**src/common/ibs_pkg.sv**
```systemverilog
// Constants shared by the bus state flag block and its bus condition detector.
// Assumes a 40 MHz clock and a classic Wishbone register port with 32-bit data.
package ibs_pkg;

    // =========================================================================
    // Register byte offsets
    localparam logic [7:0] STAT_OFS = 8'h00;
    localparam logic [7:0] RXHOLD_OFS = 8'h04;
    localparam logic [7:0] TXHOLD_OFS = 8'h08;
    localparam logic [7:0] CTRL_OFS = 8'h0C;
    localparam logic [7:0] IRQ_STAT_OFS = 8'h10;
    localparam logic [7:0] IRQ_CLR_OFS = 8'h14;
    localparam logic [7:0] IRQ_EN_OFS = 8'h18;

    // =========================================================================
    // Status register field positions
    localparam int TXFULL_BIT = 0;
    localparam int RXFULL_BIT = 1;
    localparam int RW_BIT = 2;
    localparam int START_BIT = 3;
    localparam int STOP_BIT = 4;
    localparam int DA_BIT = 5;
    localparam int OVF_BIT = 6;
    localparam int WCOL_BIT = 7;

    // Control register field positions
    localparam int ON_BIT = 0;

    // =========================================================================
    // Interrupt event positions
    localparam int EV_START = 0;
    localparam int EV_STOP = 1;
    localparam int EV_RXFULL = 2;
    localparam int EV_OVF = 3;
    localparam int EV_WCOL = 4;
    localparam int EV_TXDONE = 5;
    localparam int EV_NUM = 6;

    // =========================================================================
    // Reset values
    localparam logic [7:0] STAT_RST = 8'h00;
    localparam logic [7:0] BYTE_RST = 8'h00;
    localparam logic [5:0] IRQ_RST = 6'h00;
    localparam logic [1:0] SYNC_RST = 2'h3;

endpackage : ibs_pkg

```
**src/common/ibs_cond_if.sv**
```systemverilog
// Carrier for bus condition events between the detector and the flag block.
// Assumes both ends run on the same clock; every event is a one-cycle pulse.
`timescale 1ns/1ps
interface ibs_cond_if;
    logic start_seen;
    logic stop_seen;
    logic bus_active;

    modport det (output start_seen, output stop_seen, output bus_active);
    modport flags (input start_seen, input stop_seen, input bus_active);
endinterface : ibs_cond_if

```
**src/hw/ibs_cond_det.sv**
```systemverilog
// Start, repeated start and stop detector on the serial clock and data pins.
// Assumes pins are asynchronous to clk_i; they pass two flip-flops first.
`timescale 1ns/1ps
module ibs_cond_det (
    input wire logic clk_i,     // 40 MHz clock
    input wire logic rst_i,     // Synchronous reset, active high
    input wire logic scl_i,     // Serial clock pin level
    input wire logic sda_i,     // Serial data pin level
    ibs_cond_if.det cond        // Condition events out
);

    typedef enum logic [1:0] {
        IBS_IDLE = 2'b01,
        IBS_ACTIVE = 2'b10
    } ibs_bus_type;

    logic [1:0] scl_sync_q;
    logic [1:0] sda_sync_q;
    logic scl_q;
    logic sda_q;
    logic start_w;
    logic stop_w;
    ibs_bus_type state_q;

    // =========================================================================
    // Synchronisers; only the second stage and its one-cycle delayed copy feed any logic
    always_ff @(posedge clk_i) begin
        if (rst_i) begin
            scl_sync_q <= ibs_pkg::SYNC_RST;
            sda_sync_q <= ibs_pkg::SYNC_RST;
            scl_q <= 1'b1;
            sda_q <= 1'b1;
        end else begin
            scl_sync_q <= {scl_sync_q[0], scl_i};
            sda_sync_q <= {sda_sync_q[0], sda_i};
            scl_q <= scl_sync_q[1];
            sda_q <= sda_sync_q[1];
        end
    end

    // Data moving while the clock is high marks a bus condition
    assign start_w = scl_q && scl_sync_q[1] && sda_q && !sda_sync_q[1];
    assign stop_w = scl_q && scl_sync_q[1] && !sda_q && sda_sync_q[1];

    // =========================================================================
    // Event pulses and bus activity
    always_ff @(posedge clk_i) begin
        if (rst_i) begin
            cond.start_seen <= 1'b0;
            cond.stop_seen <= 1'b0;
        end else begin
            cond.start_seen <= start_w;
            cond.stop_seen <= stop_w;
        end
    end

    always_ff @(posedge clk_i) begin
        if (rst_i) begin
            state_q <= IBS_IDLE;
        end else begin
            case (state_q)
                IBS_IDLE: state_q <= start_w ? IBS_ACTIVE : IBS_IDLE;
                IBS_ACTIVE: state_q <= stop_w ? IBS_IDLE : IBS_ACTIVE;
                default: state_q <= IBS_IDLE;
            endcase
        end
    end

    assign cond.bus_active = (state_q == IBS_ACTIVE);

endmodule : ibs_cond_det

```
**src/hw/ibs_flags.sv**
```systemverilog
// Bus state flags of a serial two-wire module, with holding registers,
// a Wishbone classic register port and one level interrupt.
// Assumes the receive and transmit shifters and the address match logic
// run on clk_i and present one-cycle event pulses.
`timescale 1ns/1ps
module ibs_flags (
    input wire logic clk_i,                // 40 MHz clock
    input wire logic rst_i,                // Synchronous reset, active high
    input wire logic wb_cyc_i,             // Wishbone cycle
    input wire logic wb_stb_i,             // Wishbone strobe
    input wire logic wb_we_i,              // Wishbone write enable
    input wire logic [7:0] wb_adr_i,       // Wishbone byte address
    input wire logic [3:0] wb_sel_i,       // Wishbone byte selects
    input wire logic [31:0] wb_dat_i,      // Wishbone write data
    output logic [31:0] wb_dat_o,          // Wishbone read data
    output logic wb_ack_o,                 // Wishbone acknowledge
    input wire logic scl_i,                // Serial clock pin level
    input wire logic sda_i,                // Serial data pin level
    input wire logic rx_shift_valid_i,     // Receive shifter holds a whole byte
    input wire logic [7:0] rx_shift_data_i, // Receive shifter byte
    input wire logic addr_match_i,         // Slave address byte matched
    input wire logic addr_rw_i,            // Read bit of matched address byte
    input wire logic slave_data_i,         // Slave data byte received
    input wire logic tx_done_i,            // Data byte transmission finished
    input wire logic busy_i,               // Module busy on the bus
    output logic [7:0] tx_data_o,          // Byte for the transmit shifter
    output logic tx_load_o,                // Transmit shifter load pulse
    output logic module_on_o,              // Module enable
    output logic bus_active_o,             // Bus between start and stop
    output logic irq_o                     // Interrupt, active high level
);

    ibs_cond_if cond ();

    ibs_cond_det u_det (
        .clk_i(clk_i),
        .rst_i(rst_i),
        .scl_i(scl_i),
        .sda_i(sda_i),
        .cond(cond)
    );

    // =========================================================================
    // Bus port decode
    logic req_w;
    logic wr_w;
    logic rd_w;
    logic sel0_w;
    logic wr_stat_w;
    logic rd_rx_w;
    logic wr_tx_w;
    logic wr_ctrl_w;
    logic wr_irq_clr_w;
    logic wr_irq_en_w;

    assign req_w = wb_cyc_i && wb_stb_i && !wb_ack_o;
    assign wr_w = req_w && wb_we_i;
    assign rd_w = req_w && !wb_we_i;
    assign sel0_w = wb_sel_i[0];
    assign wr_stat_w = wr_w && sel0_w && (wb_adr_i == ibs_pkg::STAT_OFS);
    assign rd_rx_w = rd_w && (wb_adr_i == ibs_pkg::RXHOLD_OFS);
    assign wr_tx_w = wr_w && sel0_w && (wb_adr_i == ibs_pkg::TXHOLD_OFS);
    assign wr_ctrl_w = wr_w && sel0_w && (wb_adr_i == ibs_pkg::CTRL_OFS);
    assign wr_irq_clr_w = wr_w && sel0_w && (wb_adr_i == ibs_pkg::IRQ_CLR_OFS);
    assign wr_irq_en_w = wr_w && sel0_w && (wb_adr_i == ibs_pkg::IRQ_EN_OFS);

    // =========================================================================
    // State
    logic on_q;
    logic stop_last_q;
    logic start_last_q;
    logic rw_q;
    logic da_q;
    logic rx_full_q;
    logic tx_full_q;
    logic ovf_q;
    logic wcol_q;
    logic [7:0] rx_hold_q;
    logic [ibs_pkg::EV_NUM-1:0] irq_stat_q;
    logic [ibs_pkg::EV_NUM-1:0] irq_en_q;
    logic [ibs_pkg::EV_NUM-1:0] ev_w;
    logic rx_load_w;
    logic rx_ovf_w;
    logic tx_take_w;
    logic tx_coll_w;
    logic [7:0] stat_w;

    // A byte may enter the holding register in the cycle software empties it
    assign rx_load_w = rx_shift_valid_i && (!rx_full_q || rd_rx_w);
    assign rx_ovf_w = rx_shift_valid_i && rx_full_q && !rd_rx_w;
    // A write while a byte still waits or the bus is busy is dropped
    assign tx_coll_w = wr_tx_w && (busy_i || tx_full_q);
    assign tx_take_w = wr_tx_w && !tx_coll_w;

    // =========================================================================
    // Control register
    always_ff @(posedge clk_i) begin
        if (rst_i) begin
            on_q <= 1'b0;
        end else if (wr_ctrl_w) begin
            on_q <= wb_dat_i[ibs_pkg::ON_BIT];
        end
    end

    // =========================================================================
    // Last bus condition
    always_ff @(posedge clk_i) begin
        if (rst_i || !on_q) begin
            stop_last_q <= 1'b0;
            start_last_q <= 1'b0;
        end else if (cond.stop_seen) begin
            stop_last_q <= 1'b1;
            start_last_q <= 1'b0;
        end else if (cond.start_seen) begin
            stop_last_q <= 1'b0;
            start_last_q <= 1'b1;
        end
    end

    // =========================================================================
    // Slave address and data tracking
    always_ff @(posedge clk_i) begin
        if (rst_i) begin
            rw_q <= 1'b0;
        end else if (addr_match_i) begin
            rw_q <= addr_rw_i;
        end
    end

    always_ff @(posedge clk_i) begin
        if (rst_i) begin
            da_q <= 1'b0;
        end else if (addr_match_i) begin
            da_q <= 1'b0;
        end else if (slave_data_i) begin
            da_q <= 1'b1;
        end
    end

    // =========================================================================
    // Receive holding register
    always_ff @(posedge clk_i) begin
        if (rst_i) begin
            rx_hold_q <= ibs_pkg::BYTE_RST;
        end else if (rx_load_w) begin
            rx_hold_q <= rx_shift_data_i;
        end
    end

    // Setting wins over the read that empties it
    always_ff @(posedge clk_i) begin
        if (rst_i) begin
            rx_full_q <= 1'b0;
        end else if (rx_load_w) begin
            rx_full_q <= 1'b1;
        end else if (rd_rx_w) begin
            rx_full_q <= 1'b0;
        end
    end

    always_ff @(posedge clk_i) begin
        if (rst_i) begin
            ovf_q <= 1'b0;
        end else if (rx_ovf_w) begin
            ovf_q <= 1'b1;
        end else if (wr_stat_w && !wb_dat_i[ibs_pkg::OVF_BIT]) begin
            ovf_q <= 1'b0;
        end
    end

    // =========================================================================
    // Transmit holding register
    always_ff @(posedge clk_i) begin
        if (rst_i) begin
            tx_data_o <= ibs_pkg::BYTE_RST;
            tx_load_o <= 1'b0;
        end else begin
            tx_load_o <= tx_take_w;
            if (tx_take_w) begin
                tx_data_o <= wb_dat_i[7:0];
            end
        end
    end

    always_ff @(posedge clk_i) begin
        if (rst_i) begin
            tx_full_q <= 1'b0;
        end else if (tx_take_w) begin
            tx_full_q <= 1'b1;
        end else if (tx_done_i) begin
            tx_full_q <= 1'b0;
        end
    end

    always_ff @(posedge clk_i) begin
        if (rst_i) begin
            wcol_q <= 1'b0;
        end else if (tx_coll_w) begin
            wcol_q <= 1'b1;
        end else if (wr_stat_w && !wb_dat_i[ibs_pkg::WCOL_BIT]) begin
            wcol_q <= 1'b0;
        end
    end

    // =========================================================================
    // Interrupt status, enable and output
    always_comb begin
        ev_w = '0;
        ev_w[ibs_pkg::EV_START] = cond.start_seen && on_q;
        ev_w[ibs_pkg::EV_STOP] = cond.stop_seen && on_q;
        ev_w[ibs_pkg::EV_RXFULL] = rx_load_w;
        ev_w[ibs_pkg::EV_OVF] = rx_ovf_w;
        ev_w[ibs_pkg::EV_WCOL] = tx_coll_w;
        ev_w[ibs_pkg::EV_TXDONE] = tx_done_i && tx_full_q;
    end

    // A fresh event beats a clear written in the same cycle
    genvar gi;
    generate
        for (gi = 0; gi < ibs_pkg::EV_NUM; gi++) begin : g_irq
            always_ff @(posedge clk_i) begin
                if (rst_i) begin
                    irq_stat_q[gi] <= 1'b0;
                end else if (ev_w[gi]) begin
                    irq_stat_q[gi] <= 1'b1;
                end else if (wr_irq_clr_w && wb_dat_i[gi]) begin
                    irq_stat_q[gi] <= 1'b0;
                end
            end
        end
    endgenerate

    always_ff @(posedge clk_i) begin
        if (rst_i) begin
            irq_en_q <= ibs_pkg::IRQ_RST;
        end else if (wr_irq_en_w) begin
            irq_en_q <= wb_dat_i[ibs_pkg::EV_NUM-1:0];
        end
    end

    // One cycle behind the status so the output comes from a flip-flop
    always_ff @(posedge clk_i) begin
        if (rst_i) begin
            irq_o <= 1'b0;
        end else begin
            irq_o <= |(irq_stat_q & irq_en_q);
        end
    end

    // =========================================================================
    // Level outputs
    always_ff @(posedge clk_i) begin
        if (rst_i) begin
            module_on_o <= 1'b0;
            bus_active_o <= 1'b0;
        end else begin
            module_on_o <= on_q;
            bus_active_o <= cond.bus_active;
        end
    end

    // =========================================================================
    // Status word and read path
    always_comb begin
        stat_w = ibs_pkg::STAT_RST;
        stat_w[ibs_pkg::TXFULL_BIT] = tx_full_q;
        stat_w[ibs_pkg::RXFULL_BIT] = rx_full_q;
        stat_w[ibs_pkg::RW_BIT] = rw_q;
        stat_w[ibs_pkg::START_BIT] = start_last_q;
        stat_w[ibs_pkg::STOP_BIT] = stop_last_q;
        stat_w[ibs_pkg::DA_BIT] = da_q;
        stat_w[ibs_pkg::OVF_BIT] = ovf_q;
        stat_w[ibs_pkg::WCOL_BIT] = wcol_q;
    end

    // Unmapped and write-only offsets are still acknowledged and read zero
    always_ff @(posedge clk_i) begin
        if (rst_i) begin
            wb_ack_o <= 1'b0;
            wb_dat_o <= 32'h0000_0000;
        end else begin
            wb_ack_o <= req_w;
            wb_dat_o <= 32'h0000_0000;
            if (rd_w) begin
                case (wb_adr_i)
                    ibs_pkg::STAT_OFS: wb_dat_o <= {24'h00_0000, stat_w};
                    ibs_pkg::RXHOLD_OFS: wb_dat_o <= {24'h00_0000, rx_hold_q};
                    ibs_pkg::TXHOLD_OFS: wb_dat_o <= {24'h00_0000, tx_data_o};
                    ibs_pkg::CTRL_OFS: wb_dat_o <= {31'h0000_0000, on_q};
                    ibs_pkg::IRQ_STAT_OFS: wb_dat_o <= {26'h000_0000, irq_stat_q};
                    ibs_pkg::IRQ_EN_OFS: wb_dat_o <= {26'h000_0000, irq_en_q};
                    default: wb_dat_o <= 32'h0000_0000;
                endcase
            end
        end
    end

endmodule : ibs_flags

```
**config.mk**
```make
export PLATFORM = sky130hd
export DESIGN_NAME = ibs_flags
export DESIGN_NICKNAME = d
export VERILOG_FILES = /design/src/common/ibs_pkg.sv /design/src/common/ibs_cond_if.sv /design/src/hw/ibs_cond_det.sv /design/src/hw/ibs_flags.sv
export SDC_FILE = /design/constraint.sdc
export NUM_CORES = 1
export LEC_CHECK = 0
export BUFFER_PORTS_ARGS = -buffer_cell sky130_fd_sc_hd__buf_4
export CAP_MARGIN = 20
export CELL_PAD_IN_SITES_DETAIL_PLACEMENT = 0
export CELL_PAD_IN_SITES_GLOBAL_PLACEMENT = 1
export CORE_MARGIN = 1
export CORE_UTILIZATION = 35
export CTS_CLUSTER_SIZE = 30
export DETAILED_ROUTE_END_ITERATION = 7
export HOLD_SLACK_MARGIN = 0.05
export PLACE_DENSITY = 0.87
export SYNTH_ARGS = -nofsm -noshare
export SYNTH_HDL_FRONTEND = slang
export SYNTH_HIERARCHICAL = 1
export SYNTH_SLANG_ARGS = --single-unit
export TNS_END_PERCENT = 10
```
**constraint.sdc**
```tcl
create_clock -name clk_i -period 2 [get_ports clk_i]
set_input_delay 0.1 -clock clk_i [delete_from_list [all_inputs] [get_ports clk_i]]
set_output_delay 0.1 -clock clk_i [all_outputs]
set_load 0.01 [all_outputs]
```
==> impl_metrics.csv <==
group,metric,value,unit
drt,viasPerCell,4.67,
global_route,busiest_layer,"met2",
placed_design,place_congestion,0.795,
layout,diodes,0,
drt,vias,2264,
sta,finalClockSkew,0.0126,ns
global_route,grt_pass1_vias,2046,
critical_path,max_stage_delay,0.41,ns
clock_tree,cts_buffers,9,
synth,yosysSeqAreaShare,45.2,%
critical_path,reg2reg_from,"wb_ack_o$_SDFF_PP0_",
min_path,holdPathEnd,"wb_dat_o[0]$_SDFF_PP0_",
critical_path,start_kind,"flop",
synth,async_flop_share,0,%
sta,clock.fmax,556,MHz
drt,wl_per_cell,13.1,µm
drt,drt-total-wl,6350,µm
critical_path,rr_endpoint,"tx_data_o[1]$_SDFFE_PP0P_",
clock_tree,clock_sinks,60,
critical_path,critical_path.startpoint,"wb_ack_o$_SDFF_PP0_",
synth,ys.flop_type,"dfxtp_1",
global_route,gr-usage-met2,26.4,%
floorplanning,die_area,0.00795,mm²
floorplanning,die_y,89.2,µm
clock_tree,clock_latency,0.34,ns
critical_path,critPathKind,"flop to flop",
synth,yosysUniqueCellTypes,42,
clock_tree,htreeDepth,3,
global_route,grt_max_degree,32,
sta,setup_tns,0,ns
floorplanning,ioPinCount,110,
pwr,total_power,2.45,mW
synth,synth_seq_cells,60,
placed_design,dp_hpwl,4420,µm
sta,grt_setup_unrepaired,"false",
critical_path,crit_required,2.22,ns
critical_path,worstPathMaxFanout,5,
clock_tree,cts_setup_buffers,0,
critical_path,crit_slowest_cell,"nor4_4",
layout,drive_gt1_share,27.5,%
sta,drv_slew,0,
critical_path,crit_arrival,2.02,ns
critical_path,reg2reg_slack,0.20,ns
sta,tightest_slew,0.508,ns
pwr,vdd_drop_max,0.000381,V
clock_tree,ctsResizeCount,0,
sta,period_needed,1.80,ns
drt,dr.pass1.iters,4,
run_status,outcome,"complete, no violations",
run,maxCapViolCount,0,
sta,setup_viol,0,
sta,fin_crit_sh,89.9,%
synth,syn_avg_cell_area,9.27,µm²
critical_path,critPathCaptureType,"flop",
critical_path,reg2reg_depth,6,
global_route,grtUsageMet1,20.8,%
drt,ant_nets,0,
floorplanning,initial_core_util,36.5,%
global_route,antenna_found_initial,0,
pwr,leakage,1.49,nW
synth,ys_warn_count,6,
floorplanning,coreArea,0.00729,mm²
global_route,overflow,0,
critical_path,path_cells,"nand3b_1, nor4_4, and3b_1, buf_4, mux2i_1, nor2_1",
layout,syn2layout_area_growth,34.6,%
pwr,p_per_area,685,mW/mm²
global_route,grt_pass1_wl,9670,µm
floorplanning,die_x,89.2,µm
global_route,grtUsageTotal,16.7,%
drt,drt_iter0_markers,106,
sta,slew_headroom,65.9,%
drt,drc_errors,0,
layout,fin_nets,448,
min_path,min_from,"wb_adr_i[3]",
clock_tree,clk_pin_slew,0.07,ns
synth,synth_area,0.00266,mm²
synth,synth_cells,287,
synth,synth_edf_count,0,
sta,hold_violations,0,
clock_tree,clockBufferDepth,2,
floorplanning,fp-row-count,31,
global_route,use_met3,5.63,%
placed_design,portBuffers,58,
min_path,min_delay_path_depth,3,
min_path,hold_path.class,"input port to flop",
clock_tree,root_buffer,"clkbuf_8",
clock_tree,cts_tree,"yes",
## area by class of cell
type	count	area, µm²
clock buffers	10	138
multi-input cells	211	1300
clock inverters	6	38.8
well taps	99	124
flip-flops and latches	60	1200
inverters	5	18.8
fillers	707	3710
repair buffers	94	763
## critical path: cells and delay by family (launching register included)
| family | cells | cell delay, ns |
|---|---|---|
| DFF | 1 | 0.31 |
| buffers and inverters | 1 | 0.18 |
| muxes | 1 | 0.19 |
| and+or+nand+nor | 4 | 0.99 |
## Yosys cell counts (2+ instances only)
cell      number  area, µm²
inv_1          4       15.0
nor2b_1        3       18.8
or2_2          6       37.5
nor3_1         7       35.0
a31oi_1        2       12.5
nor4_1         3       18.8
buf_6          2       22.5
a22oi_1       15        113
ha_1           2       25.0
or4b_2         2       20.0
nand3b_1       3       22.5
nor4_4         3       63.8
o21ai_0        8       40.0
mux2_2         2       22.5
mux2i_1       24        240
nor2_1        47        176
buf_4         25        188
a21oi_1       10       50.1
clkbuf_1       6       22.5
nand2b_1       2       12.5
nand2_1       21       78.8
nor4b_1        2       17.5
dfxtp_1       60       1200
a22o_1         3       26.3
a221oi_1       2       17.5
nand3_1        7       35.0
## layer usage
metal | part of all wire (%) | wire [µm] | vias to the layer above
li1 | - | - | 1145
met1 | 47 | 2980 | 1036
met2 | 45 | 2890 | 73
met3 | 6.1 | 387 | 10
met4 | 1.4 | 91 | 0
met5 | 0 | 0 | -
## what timing repair did
action                     CTS  global route
hold buffers                23             0
hold endpoints to repair    32             0
setup endpoints to repair    0             0
## cells by family (layout without fill, tap and decap cells)
group / after synthesis / after routing / synth area share (%)
buf+inv: 39 / 115 / 9.59
simple gates: 113 / 113 / 22.4
fa+ha+maj: 2 / 2 / 0.941
mux: 26 / 26 / 9.88
compound gates: 46 / 46 / 11.9
flops: 60 / 60 / 45.2
other cells: 1 / 24 / 0.141
## metrics by stage
stage | cell area, µm² | instances | utilization [%] | setup WS, ns | hold WS (ns)
6_report | 3580 | 485 | 49.1 | 0.202 | 0.0956
5_1_grt | 3580 | 485 | 49.1 | 0.0945 | 0.0992
4_1_cts | 3580 | 485 | 49.1 | 0.211 | 0.0802
3_5_place_dp | 3170 | 446 | 43.5 | 0.0717 | 0.289
3_3_place_gp | 3170 | 446 | 43.5 | 0.103 | 0.285
2_1_floorplan | 2750 | 310 | - | 0.192 | 0.177
## where the power goes
part	switching, mW	total (mW)	internal, mW	leakage [nW]
Sequential	0.0162	1.24	1.22	0.487
Combinational	0.127	0.252	0.125	0.917
Clock	0.485	0.964	0.480	0.0885
Total	0.628	2.45	1.83	1.49
## layout by cell type, fill, tap and decap left out, types with 2 or more instances in the layout
cell type / count
nor2_1: 47
nor4b_1: 2
dfxtp_1: 60
buf_4: 71
nand3_1: 7
nand3b_1: 3
a22oi_1: 15
or2_2: 6
o21ai_0: 8
conb_1: 24
a31oi_1: 2
or4b_2: 2
nand2_1: 21
clkbuf_8: 10
nor4_4: 3
a22o_1: 3
nor2b_1: 3
clkinv_2: 3
ha_1: 2
nand2b_1: 2
nor4_1: 2
a221oi_1: 2
clkinvlp_4: 2
dlygate4sd3_1: 23
inv_1: 4
mux2_2: 2
a21oi_1: 10
nor3_1: 7
mux2i_1: 24
## sequential cells by signal (all words and copies together), names as in the netlist, 2 cells and up
| signal | count |
|---|---|
| u_det/scl_sync_q | 2 |
| rx_hold_q | 8 |
| wb_dat_o | 8 |
| u_det/sda_sync_q | 2 |
| u_det/state_q | 2 |
| irq_stat_q | 6 |
| tx_data_o | 8 |
| irq_en_q | 6 |
## worst max path at each step
stage,endpoint,slack (ns),cells past startpoint
global route,tx_data_o[3]$_SDFFE_PP0P_,0.09,6
finish,tx_data_o[1]$_SDFFE_PP0P_,0.20,6
detailed placement,wb_dat_o[0]$_SDFF_PP0_,0.07,5
global placement,rx_hold_q[0]$_SDFFE_PP0P_,0.10,6
floorplan,tx_data_o[7]$_SDFFE_PP0P_,0.19,6
CTS,tx_data_o[1]$_SDFFE_PP0P_,0.21,6
Note: power is estimated with default switching activity, not from simulation.
